## src/ussdr_pkg.sv

```systemverilog
package ussdr_pkg;

    localparam logic [7:0] ADDR_CTRL1 = 8'h05;
    localparam logic [7:0] ADDR_INT_ENABLE = 8'h06;
    localparam logic [7:0] ADDR_EVENT_STATUS = 8'h0d;
    localparam logic [7:0] ADDR_BUFFER_SET_STATUS = 8'h0e;
    localparam logic [7:0] ADDR_ROLE_POLARITY_CONTROL = 8'h0f;
    localparam logic [7:0] ADDR_FRAME_NUMBER_LOW = 8'h15;
    localparam logic [7:0] ADDR_FRAME_NUMBER_HIGH = 8'h16;
    localparam logic [7:0] ADDR_DMA_COUNT_LOW = 8'h35;
    localparam logic [7:0] ADDR_DMA_COUNT_HIGH = 8'h36;

    localparam int STAT_DMA_BUSY = 7;
    localparam int STAT_USB_RESET = 6;
    localparam int STAT_SOF = 5;
    localparam int STAT_DMA_DONE = 4;
    localparam int NUM_EP = 4;

    localparam int CTRL1_LOW_POWER = 6;
    localparam int CTRL1_DMA_ENABLE = 1;

    localparam int ROLE_HOST = 7;
    localparam int ROLE_SWAP = 6;

    localparam int FRAME_W = 11;
    localparam int SYNC_W = 12;

    localparam logic [7:0] BYTE_ZERO = 8'h00;
    localparam logic [6:0] FLAGS_ZERO = 7'h00;
    localparam logic [1:0] ROLE_ZERO = 2'h0;
    localparam logic [3:0] NIBBLE_ZERO = 4'h0;
    localparam logic [10:0] FRAME_ZERO = 11'h000;
    localparam logic [15:0] COUNT_ZERO = 16'h0000;

    typedef struct packed {
        logic usb_reset;
        logic sof;
        logic [FRAME_W-1:0] frame;
        logic dma_done;
        logic [NUM_EP-1:0] ep_done;
        logic [NUM_EP-1:0] buf_set;
    } ussdr_sie_type;

    typedef struct packed {
        logic cs_n;
        logic wr_n;
        logic rd_n;
        logic a0;
        logic [7:0] data;
    } ussdr_port_type;

endpackage

```

## src/ussdr_regs.sv

```systemverilog
`timescale 1ns/10ps
module ussdr_regs (
    input wire logic ref_clk,
    input wire logic sys_rst,
    input wire ussdr_pkg::ussdr_port_type port_in,
    output logic [7:0] data_out,
    output logic data_oe_n,
    input wire ussdr_pkg::ussdr_sie_type sie_in,
    output logic interrupt_request_out,
    output logic host_mode,
    output logic polarity_swap,
    output logic transceiver_low_power,
    output logic dma_enable,
    output logic dma_start,
    output logic dma_busy,
    output logic [15:0] dma_count,
    output logic endpoint_three_dma_only,
    output logic endpoint_three_allowed
);
    import ussdr_pkg::*;

    ////////////////////////////////////////////////////////////////////////
    // pin synchronisation and strobe detection

    logic [SYNC_W-1:0] sync_vec;
    ussdr_port_type port_s;

    ussdr_sync #(
        .WIDTH(SYNC_W)
    ) u_sync (
        .ref_clk(ref_clk),
        .sys_rst(sys_rst),
        .async_in(port_in),
        .sync_out(sync_vec)
    );

    assign port_s = sync_vec;

    logic wr_act;
    logic rd_act;
    logic wr_act_q;
    logic wr_act_d;
    logic wr_pulse;
    logic data_wr;

    assign wr_act = ~port_s.cs_n & ~port_s.wr_n;
    assign rd_act = ~port_s.cs_n & ~port_s.rd_n;
    assign wr_pulse = wr_act & ~wr_act_q;
    assign data_wr = wr_pulse & port_s.a0;

    ////////////////////////////////////////////////////////////////////////
    // register state

    logic [7:0] addr_q;
    logic [7:0] addr_d;
    logic [7:0] ctrl1_q;
    logic [7:0] ctrl1_d;
    logic [7:0] int_en_q;
    logic [7:0] int_en_d;
    logic [6:0] flags_q;
    logic [6:0] flags_d;
    logic busy_q;
    logic busy_d;
    logic [3:0] buf_set_q;
    logic [3:0] buf_set_d;
    logic [1:0] role_q;
    logic [1:0] role_d;
    logic [10:0] frame_q;
    logic [10:0] frame_d;
    logic [15:0] count_q;
    logic [15:0] count_d;
    logic start_q;
    logic start_d;
    logic [7:0] rdata_q;
    logic [7:0] rdata_d;
    logic oe_n_q;
    logic oe_n_d;

    logic sel_status;
    logic [6:0] flag_set;
    logic [6:0] flag_clr;
    logic [3:0] ep_set;
    logic start_now;

    assign sel_status = data_wr && (addr_q == ADDR_EVENT_STATUS);
    assign start_now = data_wr && (addr_q == ADDR_DMA_COUNT_HIGH)
        && ctrl1_q[CTRL1_DMA_ENABLE];

    // endpoint three completes only while serviced by DMA
    always_comb begin
        ep_set = sie_in.ep_done;
        ep_set[3] = sie_in.ep_done[3] & ctrl1_q[CTRL1_DMA_ENABLE];
    end

    // bit 6 reset, 5 sof, 4 dma done, 3..0 endpoints
    assign flag_set = {sie_in.usb_reset, sie_in.sof, sie_in.dma_done,
        ep_set};
    assign flag_clr = sel_status ? port_s.data[6:0] : FLAGS_ZERO;

    ////////////////////////////////////////////////////////////////////////
    // next-state logic

    always_comb begin
        wr_act_d = wr_act;
        addr_d = addr_q;
        ctrl1_d = ctrl1_q;
        int_en_d = int_en_q;
        role_d = role_q;
        count_d = count_q;
        if (wr_pulse && !port_s.a0) begin
            addr_d = port_s.data;
        end
        if (data_wr) begin
            unique case (addr_q)
                ADDR_CTRL1: begin
                    ctrl1_d = port_s.data;
                end
                ADDR_INT_ENABLE: begin
                    int_en_d = port_s.data;
                end
                ADDR_ROLE_POLARITY_CONTROL: begin
                    role_d = port_s.data[ROLE_HOST:ROLE_SWAP];
                end
                ADDR_DMA_COUNT_LOW: begin
                    count_d[7:0] = port_s.data;
                end
                ADDR_DMA_COUNT_HIGH: begin
                    count_d[15:8] = port_s.data;
                end
                // frame registers take no writes
                default: begin
                    addr_d = addr_q;
                end
            endcase
        end
    end

    always_comb begin
        // a new event wins over a clear in the same cycle
        flags_d = (flags_q & ~flag_clr) | flag_set;
        // busy sets on a count-high write with DMA enabled, clears on dma done; status writes never reach it
        busy_d = busy_q;
        if (start_now) begin
            busy_d = 1'b1;
        end else if (sie_in.dma_done) begin
            busy_d = 1'b0;
        end
        start_d = start_now;
        buf_set_d = sie_in.buf_set;
        frame_d = frame_q;
        if (sie_in.sof) begin
            frame_d = sie_in.frame;
        end
    end

    always_comb begin
        rdata_d = BYTE_ZERO;
        unique case (addr_q)
            ADDR_CTRL1: begin
                rdata_d = ctrl1_q;
            end
            ADDR_INT_ENABLE: begin
                rdata_d = int_en_q;
            end
            ADDR_EVENT_STATUS: begin
                rdata_d = {busy_q, flags_q};
            end
            ADDR_BUFFER_SET_STATUS: begin
                rdata_d = {NIBBLE_ZERO, buf_set_q};
            end
            ADDR_ROLE_POLARITY_CONTROL: begin
                rdata_d = {role_q, 6'h00};
            end
            ADDR_FRAME_NUMBER_LOW: begin
                rdata_d = {frame_q[6:0], 1'b0};
            end
            ADDR_FRAME_NUMBER_HIGH: begin
                rdata_d = {frame_q[10:7], NIBBLE_ZERO};
            end
            ADDR_DMA_COUNT_LOW: begin
                rdata_d = count_q[7:0];
            end
            ADDR_DMA_COUNT_HIGH: begin
                rdata_d = count_q[15:8];
            end
            default: begin
                rdata_d = BYTE_ZERO;
            end
        endcase
        // address phase reads back the pointer
        if (!port_s.a0) begin
            rdata_d = addr_q;
        end
        oe_n_d = ~rd_act;
    end

    ////////////////////////////////////////////////////////////////////////
    // registers

    // port side: pointer, controls and count
    always_ff @(posedge ref_clk) begin
        if (sys_rst) begin
            wr_act_q <= 1'b0;
            addr_q <= BYTE_ZERO;
            ctrl1_q <= BYTE_ZERO;
            int_en_q <= BYTE_ZERO;
            role_q <= ROLE_ZERO;
            count_q <= COUNT_ZERO;
        end else begin
            wr_act_q <= wr_act_d;
            addr_q <= addr_d;
            ctrl1_q <= ctrl1_d;
            int_en_q <= int_en_d;
            role_q <= role_d;
            count_q <= count_d;
        end
    end

    // event side: flags, busy, buffer set, frame and start
    always_ff @(posedge ref_clk) begin
        if (sys_rst) begin
            flags_q <= FLAGS_ZERO;
            busy_q <= 1'b0;
            buf_set_q <= NIBBLE_ZERO;
            frame_q <= FRAME_ZERO;
            start_q <= 1'b0;
        end else begin
            flags_q <= flags_d;
            busy_q <= busy_d;
            buf_set_q <= buf_set_d;
            frame_q <= frame_d;
            start_q <= start_d;
        end
    end

    // read side: data and output enable
    always_ff @(posedge ref_clk) begin
        if (sys_rst) begin
            rdata_q <= BYTE_ZERO;
            oe_n_q <= 1'b1;
        end else begin
            rdata_q <= rdata_d;
            oe_n_q <= oe_n_d;
        end
    end

    ////////////////////////////////////////////////////////////////////////
    // outputs

    // busy bit excluded, so its fall raises nothing
    assign interrupt_request_out = |(flags_q & int_en_q[6:0]);
    assign host_mode = role_q[1];
    assign polarity_swap = role_q[0];
    assign transceiver_low_power = ctrl1_q[CTRL1_LOW_POWER];
    assign dma_enable = ctrl1_q[CTRL1_DMA_ENABLE];
    assign dma_start = start_q;
    assign dma_busy = busy_q;
    assign dma_count = count_q;
    assign endpoint_three_dma_only = 1'b1;
    assign endpoint_three_allowed = ctrl1_q[CTRL1_DMA_ENABLE];
    assign data_out = rdata_q;
    assign data_oe_n = oe_n_q;
endmodule // ussdr_regs

```

## src/ussdr_sync.sv

```systemverilog
`timescale 1ns/10ps
module ussdr_sync #(
    parameter int WIDTH = 1
) (
    input wire logic ref_clk,
    input wire logic sys_rst,
    input wire logic [WIDTH-1:0] async_in,
    output logic [WIDTH-1:0] sync_out
);
    logic [WIDTH-1:0] meta_q;
    logic [WIDTH-1:0] meta_d;
    logic [WIDTH-1:0] sync_q;
    logic [WIDTH-1:0] sync_d;

    always_comb begin
        meta_d = async_in;
        sync_d = meta_q;
    end

    // strobes idle high, so reset to all ones
    always_ff @(posedge ref_clk) begin
        if (sys_rst) begin
            meta_q <= '1;
            sync_q <= '1;
        end else begin
            meta_q <= meta_d;
            sync_q <= sync_d;
        end
    end

    assign sync_out = sync_q;
endmodule // ussdr_sync
```

## config.mk

```make
export PLATFORM = sky130hd
export DESIGN_NAME = ussdr_regs
export DESIGN_NICKNAME = d
export VERILOG_FILES = /design/src/ussdr_pkg.sv /design/src/ussdr_regs.sv /design/src/ussdr_sync.sv
export SDC_FILE = /design/constraint.sdc
export NUM_CORES = 1
export LEC_CHECK = 0
export BUFFER_PORTS_ARGS = -buffer_cell sky130_fd_sc_hd__buf_2
export CORE_ASPECT_RATIO = 0.75
export CORE_UTILIZATION = 40
export CTS_CLUSTER_SIZE = 28
export DETAILED_ROUTE_END_ITERATION = 8
export HOLD_SLACK_MARGIN = 0.02
export PLACE_DENSITY = 0.67
export SLEW_MARGIN = 30
export SYNTH_ARGS = -nofsm -noshare
export SYNTH_HDL_FRONTEND = slang
export SYNTH_SLANG_ARGS = --single-unit
export TNS_END_PERCENT = 20
```

## constraint.sdc

```tcl
create_clock -name ref_clk -period 2.5 [get_ports ref_clk]
set_input_delay 0.125 -clock ref_clk [delete_from_list [all_inputs] [get_ports ref_clk]]
set_output_delay 0.125 -clock ref_clk [all_outputs]
set_load 0.005 [all_outputs]
```

-- Word level (Yosys, flattened, before mapping)
Index checks and enable logic that the tools add are counted.
- bits in registers: 100
- output and inout port bits: 34
- reductions and logical operators: 13
- multiplexer cells: 8
- bitwise gates (word level): 14
- equality and inequality tests: 10
- operators by type and width (operator ; number):
    $pmux 8 s9 ; 1
    $mux 8 ; 4
    $eq 8x4->1 const B ; 3
    $eq 8x3->1 const B ; 2
    $eq 8x5->1 const B ; 2
    $eq 8x6->1 const B ; 2
    $and 7x7->7 ; 2
    $reduce_and 2->1 ; 5
    $mux 7 ; 1
    $not 7->7 ; 1
    $or 7x7->7 ; 1
    $reduce_or 7->1 ; 1
    $and 1x1->1 ; 5
    $not 1->1 ; 5
    $reduce_or 5->1 ; 1
    $logic_and 1x1->1 ; 4
    $mux 1 ; 2
    $ne 2x2->1 const B ; 1
    $reduce_bool 2->1 ; 1
    $logic_not 1->1 ; 1

-- Longest topological paths before layout
- word-level depth: 9
- depth in mapped cells: 7
- gate-level depth less buffers: 5

-- Cells and area by module
Synthesis repeated with hierarchy kept, for this count alone.
- cell total of the unflattened synthesis: 420
- area, all modules: 3963.8 µm²
- modules (own cells, without submodules) (module ; seq. area each (µm²) ; times used ; cells each ; area an instance (µm²)):
    ussdr_regs ; 1521.5 ; 1 ; 370 ; 3310.7
    ussdr_sync ; 480.5 ; 1 ; 50 ; 653.1

-- Worst setup path before layout
No wires, ideal clock.
- path kind: register to register
- from: register u_sync.sync_q[10], in the netlist u_sync.sync_out[10]
- to: register int_en_q[0]
- setup slack: 0.720 ns
- arrival: 1.652 ns
- cell stages (with the launch flop): 8
- buffers on the path: 2
- required time: 2.372 ns
- cells stage by stage: dfxtp_1 > or4b_1 > buf_4 > nor3_4 > buf_6 > nand3_4 > mux2i_1 > nor2_1
- longest elaborated chain between the ends: 5
- ends and longest elaborated chain (what ; line ; RTL):
    start: declaration ; ussdr_sync.sv:12 ; logic [WIDTH-1:0] sync_q;
    start signal: assignment ; ussdr_sync.sv:27 ; sync_q <= sync_d;
    $not 1->1 ; ussdr_regs.sv:46 ; assign wr_act = ~port_s.cs_n & ~port_s.wr_n;
    $and 1x1->1 ; ussdr_regs.sv:46 ;
    $and 1x1->1 ; ussdr_regs.sv:48 ; assign wr_pulse = wr_act & ~wr_act_q;
    $and 1x1->1 ; ussdr_regs.sv:49 ; assign data_wr = wr_pulse & port_s.a0;
    $reduce_and 2->1 (no source line) ; -- ;
    end signal: assignment ; ussdr_regs.sv:213 ; int_en_q <= int_en_d;
    end: declaration ; ussdr_regs.sv:58 ; logic [7:0] int_en_q;
No other way between the ends.
A chain may end at the register's enable or synchronous reset.

-- Worst setup path after layout
- from: register u_sync.sync_q[10], in the netlist u_sync.sync_out[10]
- to: register role_q[1]
- longest elaborated chain between the ends: 5
- ends and longest elaborated chain (what ; line ; RTL):
    $not 1->1 ; ussdr_regs.sv:46 ;
    $and 1x1->1 ; ussdr_regs.sv:46 ;
    $and 1x1->1 ; ussdr_regs.sv:48 ;
    $and 1x1->1 ; ussdr_regs.sv:49 ;
    $reduce_and 2->1 (no source line) ; -- ;
    end signal: assignment ; ussdr_regs.sv:214 ; role_q <= role_d;
    end: declaration ; ussdr_regs.sv:66 ; logic [1:0] role_q;
No other way between the ends.

==> run summary <==
=======================================================================================
Status                                                                     finished, final reports clean
Number of buffers between clock root and the deepest sink                             2
Total grt overflow                                                                    0
Number of I/O pins                                                                   70
# setup viols final                                                                   0
Number of core rows                                                                  31
Hold Buf Count CTS                                                                   30
Vias per cell                                                                      5.21
Total negative slack for setup checks                                              0 ps
Area of the mapped netlist                                                     3990 µm²
Number of violations reported at the end of detailed-routing iteration 0            263
GRT busiest layer                                                                  met2
Type of the worst setup path                                                    reg2reg
Part of the cycle the worst path needs                                            0.864
Count of pins over their slew limit                                                   0
Number of antenna repair diodes                                                       0
Cells on Worst Hold Path                                                              3
Area growth, synth to finish                                                      27.3%
Port bufs                                                                            68
Unrepaired setup endpoints after global routing                                      no
Post-route ant nets                                                                   0
Fillers                                                                             918
GR Util met2                                                                      0.333
Worst clock skew                                                                11.2 ps
Largest fanout on the critical path                                                   7
Die boundary width                                                               117 µm
Fraction of final layout cells with drive strength greater than 1                 0.240
Average detailed-routed wire length per instance                                16.5 µm
P per Cell Area                                                              638 nW/µm²
Final RePlAce weighted congestion                                                 0.916
Post-placement cell count                                                           616
Met1 track utilization from global routing                                        0.319
Post-synthesis average cell area                                               9.16 µm²
Post-CTS Resized                                                                      0
Most common cell after layout, fill and taps aside                         sky130_fd_sc_hd__dfxtp_1
Post-route non-filler standard cell count                                           662
Fraction of synthesized cell area taken by the top area cell type                 0.502
Core Footprint                                                                 9660 µm²
CP endpoint kind                                                                   flop
Total clock buffers created by CTS                                                    9
Post-synthesis sequential element count                                             100
DRC                                                                                   0
Number of cell instances on the worst register-to-register path                       5
Number of instances in the synthesized netlist                                      435
Routed WL                                                                       10.9 mm
Number of max-capacitance violations reported                                         0
Top cells by area, synth                                                   sky130_fd_sc_hd__dfxtp_1 (50%), sky130_fd_sc_hd__mux2i_1 (9.0%), sky130_fd_sc_hd__nand2_1 (6.1%)
Num Clock Sinks                                                                     100
Starting density of the core                                                      0.413
Share of synthesized area occupied by flip-flops and latches                      0.502
Largest area contributor in the netlist                                    sky130_fd_sc_hd__dfxtp_1
Final nets                                                                          561
Worst min-delay path category                                                    in2reg
Signal arrival time at the worst endpoint                                       2360 ps
First-pass GRT wire length                                                      16.9 mm
Placement-stage cell area                                                      4460 µm²
First-pass iteration count of the detailed router                                     5
Synthesis Warnings                                                                    0
Worst slew margin relative to its limit                                           0.458
H-tree Lvls                                                                           3
Pin count of the biggest net entering global routing                                 90
Syn Nets                                                                            471
Overall routing resource usage                                                    0.225
Max IR drop VDD                                                              0.000638 V
Vias after detailed routing                                                        3448
Required time worst endpoint                                                    2700 ps
Insertion delay of the later-clocked pin in the worst-skew pair                  350 ps
Number of setup buffers added after CTS                                               0
Detail Placement HPWL                                                           7.50 mm
Final core utilization                                                            0.525
TritonCTS clock tree                                                                yes
Fmax                                                                            463 MHz
Leakage power figure                                                            1.98 nW
Met3 routing resource usage after global routing                                 0.0596
Clock root buffer                                                          sky130_fd_sc_hd__clkbuf_16
Type of origin of the critical path                                                flop
Fin. Hold Viols                                                                       0
Number of global-route vias before repair                                          3164
Initial antenna violation count                                                       0
Post-route total power                                                          3.24 mW
Clock slew at the register clock pins of the worst setup and hold paths           70 ps
Die ar.                                                                       10400 µm²
Slew at the pin closest to its max-slew limit                                    814 ps
Die extent in y                                                                 88.4 µm
Final critical delay including setup and external delays                        2160 ps
Distinct cell type count after synthesis                                             49
Commonest cells after routing, fill and taps aside                         sky130_fd_sc_hd__dfxtp_1 (100), sky130_fd_sc_hd__buf_2 (68), sky130_fd_sc_hd__nand2_1 (65)
Final instance area                                                            5070 µm²
=======================================================================================
logic make-up after synthesis:
| kind of cell | after synthesis | synth area share |
|---|---|---|
| other | 1 | 0.000941 |
| AOI/OAI and AO/OA | 83 | 0.136 |
| DFF | 100 | 0.502 |
| muxes | 36 | 0.0904 |
| and+or+nand+nor | 186 | 0.237 |
| buffers and inverters | 29 | 0.0336 |
critical path: stages, from the launching register on:
cell	delay (ps)
sky130_fd_sc_hd__dfxtp_1	330
sky130_fd_sc_hd__or4b_1	740
sky130_fd_sc_hd__nor3_4	360
sky130_fd_sc_hd__nor3b_2	300
sky130_fd_sc_hd__mux2i_1	230
sky130_fd_sc_hd__nor2_1	50
Yosys cell counts, drive strengths merged:
library cell  number
and3b              1
nand2b             3
nor3               8
and2b              1
nor2b              6
a21oi             35
a221oi             4
a2bb2oi            1
o32ai              1
a22oi             11
buf               11
o211ai             1
a221o              1
or4b               1
dfxtp            100
nand3             14
or2               25
o21ai              9
nor3b              4
and3               1
nand2             65
a21boi             1
nor4               2
and4               1
o21a               2
nand3b             1
mux2i             36
clkbuf            18
a22o               8
nand4              2
a32oi              4
nor4bb             1
o22a               1
a222oi             1
o22ai              1
conb               1
nor2              46
or3                4
a2111oi            1
o31ai              1
final timing paths:
| path | from | end | slack (ps) |
|---|---|---|---|
| max | u_sync.sync_out[10]$_SDFF_PP1_ | role_q[1]$_SDFFE_PP0P_ | 340 |
| min | sie_in[8] | flags_q[4]$_SDFF_PP0_ | 20 |
| max reg2reg | u_sync.sync_out[10]$_SDFF_PP1_ | role_q[1]$_SDFFE_PP0P_ | 340 |
| min reg2reg | u_sync.meta_q[9]$_SDFF_PP1_ | u_sync.sync_out[9]$_SDFF_PP1_ | 410 |
final cells by class:
cell class / instances / area, µm² / area share
Clock inverter: 7 / 88.8 / 0.0175
Tap cell: 132 / 165 / 0.0326
Sequential cell: 100 / 2000 / 0.395
Multi-Input combinational cell: 306 / 1850 / 0.365
Clock buffer: 9 / 225 / 0.0444
Timing Repair Buffer: 108 / 741 / 0.146
where the power goes:
part	leakage, nW	internal (mW)	switching (mW)
combinational	1.01	0.0816	0.0576
clock	0.150	0.798	0.633
sequential	0.817	1.63	0.0351
total	1.98	2.51	0.726
sequential cells by signal, summed over array words and instances, names as in the netlist, 2 cells and up:
register / count
dma_count: 16
u_sync.meta_q: 12
u_sync.sync_out: 12
frame_q: 11
addr_q: 8
ctrl1_q: 8
data_out: 8
int_en_q: 8
flags_q: 7
buf_set_q: 4
role_q: 2
stage by stage:
stage,hold WS [ps],setup slack (ps)
after floorplan,229,720
after global placement,307,420
after detailed placement,310,377
after CTS,20.0,347
after global routing,35.8,178
final,20.6,339
per-layer routing:
| layer | vias up | routed length, µm |
|---|---|---|
| met1 | 1604 | 5280 |
| li1 | 1692 | - |
| met5 | - | 0 |
| met2 | 136 | 4700 |
| met4 | 0 | 170 |
| met3 | 16 | 759 |
No activity file was read; power rests on OpenSTA's default activity.
